### config.mk
export PLATFORM = sky130hd
export DESIGN_NAME = rml_reset_mode_latch
export DESIGN_NICKNAME = d
export VERILOG_FILES = /design/src/rtl/rml_pkg.sv /design/src/rtl/rml_sync.sv /design/src/rtl/rml_reset_mode_latch.sv
export VERILOG_INCLUDE_DIRS = /design/src /design/src/rtl
export SDC_FILE = /design/constraint.sdc
export NUM_CORES = 1
export LEC_CHECK = 0
export BUFFER_PORTS_ARGS = -buffer_cell sky130_fd_sc_hd__buf_2
export CAP_MARGIN = 20
export CORE_MARGIN = 2
export CORE_UTILIZATION = 47
export CTS_CLUSTER_SIZE = 28
export DETAILED_ROUTE_END_ITERATION = 7
export PLACE_DENSITY_LB_ADDON = 0.08
export SLEW_MARGIN = 40
export SYNTH_ARGS = -nofsm -noshare
export SYNTH_HDL_FRONTEND = slang
export SYNTH_SLANG_ARGS = --single-unit
export TNS_END_PERCENT = 5
### constraint.sdc
create_clock -name mclk -period 1.1 [get_ports mclk]
set_input_delay 0.22 -clock mclk [delete_from_list [all_inputs] [get_ports mclk]]
set_output_delay 0.22 -clock mclk [all_outputs]
set_load 0.05 [all_outputs]
### src/rtl/rml_defines.svh
// Constants for the reset mode latch: strap codes, ratio encodings and sync depth.
// Assumes inclusion by bare name from the design files.
`ifndef RML_DEFINES_SVH
`define RML_DEFINES_SVH
`define RML_STRAP_W 5
`define RML_STRAP_LSB 8
`define RML_STRAP_MSB 12
`define RML_CODE_HI 5'h03
`define RML_CODE_LO 5'h05
`define RML_CODE_X4 5'h0F
`define RML_RATIO_W 3
`define RML_RATIO_NONE 3'h0
`define RML_RATIO_X2 3'h2
`define RML_RATIO_X4 3'h4
`define RML_MIN_RESET_CYCLES 5
`define RML_SYNC_STAGES 2
`endif

### src/rtl/rml_pkg.sv
// Types shared by the reset mode latch.
// Assumes the defines header is compiled alongside.
`include "rml_defines.svh"
package rml_pkg;
    typedef enum logic [1:0] {
        RML_BAND_NONE,
        RML_BAND_HIGH,
        RML_BAND_LOW,
        RML_BAND_QUAD
    } rml_band_type;
endpackage : rml_pkg

### src/rtl/rml_sync.sv
// Two-flop synchroniser for a bus of levels.
// Assumes every input bit is a level that may change at any time.
`timescale 1ns/1ps
`include "rml_defines.svh"
module rml_sync #(
    parameter int WIDTH = 1,
    parameter logic [WIDTH-1:0] INIT = '0
) (
    // Clock and reset
    input wire logic mclk,
    input wire logic reset_n,
    // Data
    input wire logic [WIDTH-1:0] async_in,
    output logic [WIDTH-1:0] sync_out
);
    logic [WIDTH-1:0] meta_reg;
    logic [WIDTH-1:0] meta_next;
    logic [WIDTH-1:0] sync_reg;
    logic [WIDTH-1:0] sync_next;

    if (WIDTH < 1) begin : g_width_check
        $error("rml_sync needs WIDTH of at least one");
    end

    always_comb begin
        meta_next = async_in;
        sync_next = meta_reg;
    end

    always_ff @(posedge mclk) begin
        if (!reset_n) begin
            meta_reg <= INIT;
            sync_reg <= INIT;
        end else begin
            meta_reg <= meta_next;
            sync_reg <= sync_next;
        end
    end

    assign sync_out = sync_reg;
endmodule : rml_sync

### src/rtl/rml_reset_mode_latch.sv
// Reset qualification and power-up clock-ratio capture.
// Assumes mclk is the reference clock; reset_n is the local power-on reset.
`timescale 1ns/1ps
`include "rml_defines.svh"
module rml_reset_mode_latch #(
    parameter int MIN_RESET_CYCLES = `RML_MIN_RESET_CYCLES
) (
    // Clock and local reset
    input wire logic mclk,
    input wire logic reset_n,
    // Board reset and straps
    input wire logic reset_in_n,
    input wire logic [`RML_STRAP_MSB:`RML_STRAP_LSB] strap_ad,
    // Results
    output logic reset_out_n,
    output logic [`RML_STRAP_W-1:0] strap_code,
    output logic [`RML_RATIO_W-1:0] bus_ratio,
    output rml_pkg::rml_band_type ratio_band,
    output logic strap_reserved,
    output logic mode_valid
);
    localparam int CW = $clog2(MIN_RESET_CYCLES + 1);

    // Elaboration stops here rather than building a latch that can never arm.
    if (MIN_RESET_CYCLES < 1) begin : g_min_check
        $error("MIN_RESET_CYCLES must be at least one");
    end

    logic rst_sync;
    logic [`RML_STRAP_W-1:0] strap_sync;

    rml_sync #(.WIDTH(1), .INIT(1'b0)) u_rst_sync (
        .mclk(mclk),
        .reset_n(reset_n),
        .async_in(reset_in_n),
        .sync_out(rst_sync)
    );

    rml_sync #(.WIDTH(`RML_STRAP_W), .INIT('0)) u_strap_sync (
        .mclk(mclk),
        .reset_n(reset_n),
        .async_in(strap_ad),
        .sync_out(strap_sync)
    );

    logic rst_seen_reg;
    logic rst_seen_next;
    logic [CW-1:0] low_cnt_reg;
    logic [CW-1:0] low_cnt_next;
    logic armed_reg;
    logic armed_next;
    logic [`RML_STRAP_W-1:0] strap_prev_reg;
    logic [`RML_STRAP_W-1:0] strap_prev_next;
    // Capture state, held until the next accepted board reset.
    logic [`RML_STRAP_W-1:0] code_reg;
    logic [`RML_STRAP_W-1:0] code_next;
    logic [`RML_RATIO_W-1:0] ratio_reg;
    logic [`RML_RATIO_W-1:0] ratio_next;
    rml_pkg::rml_band_type band_reg;
    rml_pkg::rml_band_type band_next;
    logic rsvd_reg;
    logic rsvd_next;
    logic valid_reg;
    logic valid_next;
    logic rout_reg;
    logic rout_next;
    logic release_seen;

    // Release is the first cycle the synchronised input reads high after a qualified low.
    assign release_seen = rst_sync && !rst_seen_reg && armed_reg;

    always_comb begin
        rst_seen_next = rst_sync;
        low_cnt_next = low_cnt_reg;
        armed_next = armed_reg;
        strap_prev_next = strap_sync;
        code_next = code_reg;
        ratio_next = ratio_reg;
        band_next = band_reg;
        rsvd_next = rsvd_reg;
        valid_next = valid_reg;
        rout_next = rout_reg;
        if (!rst_sync) begin
            // Short glitches never arm a capture, so noise cannot alter the ratio.
            if (low_cnt_reg < CW'(MIN_RESET_CYCLES)) begin
                low_cnt_next = low_cnt_reg + CW'(1);
            end
            if (low_cnt_reg >= CW'(MIN_RESET_CYCLES - 1)) begin
                armed_next = 1'b1;
                valid_next = 1'b0;
                rout_next = 1'b0;
            end
        end else begin
            low_cnt_next = '0;
            if (release_seen) begin
                armed_next = 1'b0;
                code_next = strap_prev_reg;
                valid_next = 1'b1;
                rout_next = 1'b1;
                rsvd_next = 1'b0;
                unique case (strap_prev_reg)
                    `RML_CODE_HI: begin
                        ratio_next = `RML_RATIO_X2;
                        band_next = rml_pkg::RML_BAND_HIGH;
                    end
                    `RML_CODE_LO: begin
                        ratio_next = `RML_RATIO_X2;
                        band_next = rml_pkg::RML_BAND_LOW;
                    end
                    `RML_CODE_X4: begin
                        ratio_next = `RML_RATIO_X4;
                        band_next = rml_pkg::RML_BAND_QUAD;
                    end
                    default: begin
                        // Reserved strap: flag it and leave no ratio selected.
                        ratio_next = `RML_RATIO_NONE;
                        band_next = rml_pkg::RML_BAND_NONE;
                        rsvd_next = 1'b1;
                    end
                endcase
            end
        end
    end

    always_ff @(posedge mclk) begin
        if (!reset_n) begin
            rst_seen_reg <= 1'b0;
            low_cnt_reg <= '0;
            armed_reg <= 1'b0;
            strap_prev_reg <= '0;
            code_reg <= '0;
            ratio_reg <= `RML_RATIO_NONE;
            band_reg <= rml_pkg::RML_BAND_NONE;
            rsvd_reg <= 1'b0;
            valid_reg <= 1'b0;
            rout_reg <= 1'b0;
        end else begin
            rst_seen_reg <= rst_seen_next;
            low_cnt_reg <= low_cnt_next;
            armed_reg <= armed_next;
            strap_prev_reg <= strap_prev_next;
            code_reg <= code_next;
            ratio_reg <= ratio_next;
            band_reg <= band_next;
            rsvd_reg <= rsvd_next;
            valid_reg <= valid_next;
            rout_reg <= rout_next;
        end
    end

    assign reset_out_n = rout_reg;
    assign strap_code = code_reg;
    assign bus_ratio = ratio_reg;
    assign ratio_band = band_reg;
    assign strap_reserved = rsvd_reg;
    assign mode_valid = valid_reg;

    // Independent count of consecutive synchronised low cycles, read only by the assertions below.
    logic [CW-1:0] low_run_reg;
    logic [CW-1:0] low_run_next;

    always_comb begin
        low_run_next = low_run_reg;
        if (rst_sync) begin
            low_run_next = '0;
        end else if (low_run_reg < CW'(MIN_RESET_CYCLES)) begin
            low_run_next = low_run_reg + CW'(1);
        end
    end

    always_ff @(posedge mclk) begin
        if (!reset_n) begin
            low_run_reg <= '0;
        end else begin
            low_run_reg <= low_run_next;
        end
    end

    // Assertions.
    a_ratio_x4_decode: assert property (@(posedge mclk) disable iff (!reset_n)
        (release_seen && strap_prev_reg == `RML_CODE_X4) |=> (bus_ratio == `RML_RATIO_X4))
        else $error("strap 01111 did not give ratio 1:4");
    a_ratio_x2_decode: assert property (@(posedge mclk) disable iff (!reset_n)
        (release_seen && (strap_prev_reg == `RML_CODE_HI || strap_prev_reg == `RML_CODE_LO))
        |=> (bus_ratio == `RML_RATIO_X2))
        else $error("strap 00011 or 00101 did not give ratio 1:2");
    a_reserved_flag: assert property (@(posedge mclk) disable iff (!reset_n)
        mode_valid |-> (strap_reserved == (bus_ratio == `RML_RATIO_NONE)))
        else $error("reserved flag disagrees with ratio");
    a_short_pulse_ignored: assert property (@(posedge mclk) disable iff (!reset_n)
        ($fell(mode_valid) || $fell(reset_out_n))
        |-> (!$past(rst_sync) && $past(low_run_reg) >= CW'(MIN_RESET_CYCLES - 1)))
        else $error("reset output dropped after a low pulse shorter than the minimum");
    // The synchroniser holds its reset value for two edges after local reset, so those edges are skipped.
    a_sync_latency: assert property (@(posedge mclk) disable iff (!reset_n)
        ($past(reset_n) && $past(reset_n, `RML_SYNC_STAGES))
        |-> ($past(reset_in_n, `RML_SYNC_STAGES) == rst_sync))
        else $error("reset synchroniser latency is not two cycles");
    a_capture_prev_edge: assert property (@(posedge mclk) disable iff (!reset_n)
        release_seen |=> (strap_code == $past(strap_sync, 2)))
        else $error("strap not taken from edge before release");
    a_code_held: assert property (@(posedge mclk) disable iff (!reset_n)
        (mode_valid && $past(mode_valid) && !release_seen && !$past(release_seen)) |-> $stable(strap_code))
        else $error("captured code changed during operation");
    a_release_out: assert property (@(posedge mclk) disable iff (!reset_n)
        release_seen |=> (reset_out_n && mode_valid) ##1 reset_out_n)
        else $error("reset output did not release after recognition");
    a_long_low_accepted: assert property (@(posedge mclk) disable iff (!reset_n)
        (!rst_sync && low_run_reg >= CW'(MIN_RESET_CYCLES - 1)) |=> (!mode_valid && !reset_out_n))
        else $error("minimum-length board reset was not accepted");
    a_ratio_held: assert property (@(posedge mclk) disable iff (!reset_n)
        (mode_valid && $past(mode_valid)) |-> ($stable(bus_ratio) && $stable(ratio_band)))
        else $error("clock ratio changed during operation");
    c_quad: cover property (@(posedge mclk) disable iff (!reset_n) release_seen && strap_prev_reg == `RML_CODE_X4);
    c_high: cover property (@(posedge mclk) disable iff (!reset_n) release_seen && strap_prev_reg == `RML_CODE_HI);
    c_reserved: cover property (@(posedge mclk) disable iff (!reset_n) release_seen && strap_reserved == 1'b0 ##1 strap_reserved);
    c_second_reset: cover property (@(posedge mclk) disable iff (!reset_n) mode_valid ##1 !mode_valid);
    c_refused_pulse: cover property (@(posedge mclk) disable iff (!reset_n)
        mode_valid && $rose(rst_sync) && low_run_reg == CW'(MIN_RESET_CYCLES - 1));
endmodule : rml_reset_mode_latch

==> metrics.txt <==
# TYPE chip_impl_metric gauge
chip_impl_metric{name="fillers",unit=""} 202
chip_impl_metric{name="drt_pre_antenna_iters",unit=""} 2
chip_impl_info{name="synth_ff_type",value="sky130_fd_sc_hd__dfxtp_1"} 1
chip_impl_metric{name="synth_seq_area_share",unit="%"} 57.5
chip_impl_metric{name="worst_ir_drop_vdd",unit="mV"} 1.27
chip_impl_metric{name="finalSetupViolCount",unit=""} 4
chip_impl_metric{name="finalCriticalPeriod",unit="ns"} 1.16
chip_impl_metric{name="synth_fp_nets",unit=""} 126
chip_impl_metric{name="r2r_setup_slk",unit="ns"} -0.06
chip_impl_info{name="crit_path_start_kind",value="register"} 1
chip_impl_info{name="worst_hold_path_type",value="primary input to register"} 1
chip_impl_metric{name="globalRouteTotalUtil",unit="%"} 16.2
chip_impl_metric{name="clockPowerShare",unit="%"} 35.2
chip_impl_metric{name="routed_wirelength",unit="um"} 1630
chip_impl_metric{name="syn-cell-area",unit="um2"} 1150
chip_impl_metric{name="synth-warning-count",unit=""} 0
chip_impl_metric{name="slew_violations",unit=""} 0
chip_impl_metric{name="cpPeakStageDelay",unit="ns"} 0.47
chip_impl_metric{name="power_switching",unit="mW"} 0.444
chip_impl_metric{name="timing.critical_path.required",unit="ns"} 1.35
chip_impl_metric{name="io_buffers",unit=""} 19
chip_impl_info{name="grt_setup_unrepaired",value="true"} 1
chip_impl_metric{name="total_leakage_power",unit="nW"} 0.623
chip_impl_metric{name="timing.final.hold_violations",unit=""} 0
chip_impl_metric{name="worst_hold_path.num_cells",unit=""} 2
chip_impl_metric{name="num-nets-final",unit=""} 154
chip_impl_metric{name="via_count_of_the_first_global_routing_pass",unit=""} 749
chip_impl_metric{name="sequential_cell_area",unit="um2"} 672
chip_impl_metric{name="number_of_antenna_violations_at_the_first_check_in_global_routing",unit=""} 0
chip_impl_metric{name="num_antenna_cells",unit=""} 0
chip_impl_metric{name="post_synthesis_instance_total",unit=""} 117
chip_impl_metric{name="worst_case_clock_buffer_depth",unit=""} 2
chip_impl_metric{name="finalHoldWorstSlack",unit="ns"} 0.0968
chip_impl_info{name="endpoint_of_the_worst_register_to_register_path",value="bus_ratio[1]"} 1
chip_impl_metric{name="p_sw_share",unit="%"} 21.1
chip_impl_metric{name="design.die.area",unit="um2"} 2860
chip_impl_info{name="outcome",value="finished with violations"} 1
chip_impl_metric{name="synth.lib_cells_used.distinct",unit=""} 29
chip_impl_metric{name="sum_neg_setup_slack",unit="ns"} -0.116
chip_impl_metric{name="max_cap_violations",unit=""} 0
chip_impl_metric{name="routed_wire_length_per_instance",unit="um"} 9.35
chip_impl_metric{name="power.share.combinational",unit="%"} 5.3
chip_impl_info{name="hold_path_startpoint",value="reset_in_n"} 1
chip_impl_info{name="most_frequent_standard_cell_in_the_layout_excluding_fill_and_tap_cells",value="sky130_fd_sc_hd__dfxtp_1"} 1
chip_impl_metric{name="yosys_register_bits",unit=""} 33
chip_impl_info{name="cp_slowest_cell",value="sky130_fd_sc_hd__or4_1"} 1
chip_impl_info{name="tritoncts",value="yes"} 1
chip_impl_metric{name="postSynthAreaPerCell",unit="um2"} 9.82
chip_impl_metric{name="via_count",unit=""} 796
chip_impl_metric{name="chipWidth",unit="um"} 53.4
chip_impl_metric{name="post_route_cells_drive_above_1_share",unit="%"} 32.2
chip_impl_metric{name="grt_max_degree",unit=""} 20
chip_impl_metric{name="depth_of_the_worst_register_to_register_path",unit=""} 3
chip_impl_metric{name="setup_slack",unit="ns"} -0.0562
chip_impl_metric{name="globalplace.congestion",unit=""} 0.702
chip_impl_metric{name="drt_iter0_drc",unit=""} 7
chip_impl_metric{name="setup_fix_bufs_post_cts",unit=""} 0
chip_impl_metric{name="htree_num_levels",unit=""} 2
chip_impl_metric{name="synth_enable_flop_cells",unit=""} 0
chip_impl_metric{name="dpl_cell_area",unit="um2"} 1310
chip_impl_metric{name="finalClockSkew",unit="ns"} 0.00709
chip_impl_metric{name="fin_crit_sh",unit="%"} 105
chip_impl_metric{name="area_delta_synth_final",unit="%"} 27.5
chip_impl_metric{name="place.detailed.hpwl",unit="um"} 1170
chip_impl_metric{name="insertion_delay_of_the_later_clocked_pin_in_the_worst_skew_pair",unit="ns"} 0.32
chip_impl_info{name="worst_path_dominant_cell_family",value="simple AND/OR/NAND/NOR gates"} 1
chip_impl_metric{name="cts.sinks",unit=""} 33
chip_impl_info{name="critical_setup_path_class",value="register to register"} 1
chip_impl_info{name="hold_path_end",value="u_rst_sync.meta_reg"} 1
chip_impl_info{name="worstReg2RegStart",value="rst_seen_reg"} 1
chip_impl_metric{name="numCtsBuffers",unit=""} 5
chip_impl_metric{name="ant_nets",unit=""} 0
chip_impl_metric{name="multiInputGateArea",unit="um2"} 445
chip_impl_metric{name="initial_utilization",unit="%"} 50.9
chip_impl_metric{name="fmax",unit="MHz"} 865
chip_impl_metric{name="num_rows",unit=""} 17
chip_impl_info{name="ctsRootBufferMaster",value="sky130_fd_sc_hd__clkbuf_4"} 1
chip_impl_metric{name="cts.reportedPaths.clkPinSlew",unit="ns"} 0.09
chip_impl_metric{name="via_per_inst",unit=""} 4.57
chip_impl_metric{name="grt.overflow.total",unit=""} 0
chip_impl_metric{name="arrival_time_at_the_worst_endpoint",unit="ns"} 1.41
chip_impl_metric{name="floorplan.core_area",unit="um2"} 2250
chip_impl_metric{name="postSynth.asyncResetShare",unit="%"} 0
chip_impl_info{name="failed_checks",value="negative setup slack"} 1
chip_impl_metric{name="path_buf_inv",unit=""} 0
chip_impl_info{name="chain_of_cells_forming_the_critical_path",value="nand3b_1 -> or4_1 -> a21boi_1"} 1
chip_impl_metric{name="power.share.sequential",unit="%"} 59.5
chip_impl_metric{name="critical_path.max_fanout",unit=""} 3
chip_impl_metric{name="design_area",unit="um2"} 1460
chip_impl_metric{name="pwr_density_cell",unit="nW/um2"} 1440
chip_impl_metric{name="final_core_util",unit="%"} 64.9
chip_impl_info{name="most_used_cells_in_the_layout_excluding_fill_and_tap_cells",value="sky130_fd_sc_hd__dfxtp_1 (24), sky130_fd_sc_hd__and2_1 (20), sky130_fd_sc_hd__nand2_1 (17)"} 1
chip_impl_metric{name="intPower",unit="mW"} 1.66
chip_impl_metric{name="pin_count",unit=""} 21
chip_impl_metric{name="die_y",unit="um"} 53.4
chip_impl_metric{name="post-route-drc-count",unit=""} 0
chip_impl_metric{name="wire_length_of_the_first_global_routing_pass",unit="um"} 3130
chip_impl_info{name="crit_path_end_kind",value="register"} 1
-- cell usage after synthesis, types with 2 or more instances --
cell type,number,area share (%)
sky130_fd_sc_hd__nand2b_1,2,1.1
sky130_fd_sc_hd__clkbuf_1,4,1.3
sky130_fd_sc_hd__a21boi_1,3,2.0
sky130_fd_sc_hd__nand2_1,17,5.6
sky130_fd_sc_hd__xnor2_1,2,1.5
sky130_fd_sc_hd__nand4_1,2,1.1
sky130_fd_sc_hd__dfxtp_1,33,58
sky130_fd_sc_hd__and2_1,20,11
sky130_fd_sc_hd__o21ai_0,2,0.87
sky130_fd_sc_hd__nor3_1,2,0.87
sky130_fd_sc_hd__buf_4,2,1.3
sky130_fd_sc_hd__buf_2,2,0.87
sky130_fd_sc_hd__nor2_1,4,1.3
sky130_fd_sc_hd__a21boi_0,7,4.6
-- how the worst max path moves through the flow --
stage | slack, ns | depth (start not counted) | from | endpoint
after global routing | -0.13 | 4 | rst_seen_reg | strap_reserved
after CTS | -0.08 | 3 | rst_seen_reg | bus_ratio[1]
after global placement | -0.04 | 3 | rst_seen_reg | bus_ratio[1]
after detailed placement | -0.07 | 3 | rst_seen_reg | bus_ratio[1]
after floorplan | -0.04 | 4 | strap_prev_reg[2] | strap_reserved
final | -0.06 | 3 | rst_seen_reg | bus_ratio[1]
-- metrics by stage --
step	power (mW)	setup WS, ns	cells
floorplan	1.36	-0.0439	117
global placement	1.39	-0.0421	166
detailed placement	1.39	-0.0661	166
CTS	2.14	-0.0811	174
global route	2.22	-0.127	174
finish	2.10	-0.0562	174
-- layer usage --
metal  part of all wire (%)  track usage [%]  vias to the layer above
met1                     45             17.2                      332
met4                    1.9             8.97                        0
met3                    6.8             9.32                        5
li1                       -                -                      438
met5                      0                0                        -
met2                     46             25.1                       21
-- repair_timing --
item | CTS | global route
endpoints found under the setup margin | 14 | 21
pin swaps | 2 | 1
hold buffers | 0 | 0
gates resized for setup | 18 | 15
-- power by group through the flow --
stage | clock (mW) | combinational, mW | sequential (mW)
after detailed placement | 0 | 0.112 | 1.28
final | 0.742 | 0.111 | 1.25
after floorplan | 0 | 0.0765 | 1.28
after global routing | 0.829 | 0.130 | 1.26
after global placement | 0 | 0.108 | 1.28
after CTS | 0.779 | 0.113 | 1.25
-- layout make-up --
cell class	instances	area share (%)
Timing Repair Buffer	29	16.2
Clock inverter	1	0.342
Inverter	1	0.256
Clock buffer	7	4.44
Tap cell	28	2.39
Multi-Input combinational cell	75	30.4
Sequential cell	33	45.9
-- cell families after synthesis --
| group | count (synthesis) | synth area share [%] |
|---|---|---|
| compound gates | 17 | 10.8 |
| xor+xnor | 2 | 1.53 |
| fa+ha+maj | 1 | 1.09 |
| buf+inv | 9 | 3.81 |
| flops | 33 | 57.5 |
| other cells | 1 | 0.326 |
| simple gates | 54 | 24.9 |
(Power assumes the default switching activity.)
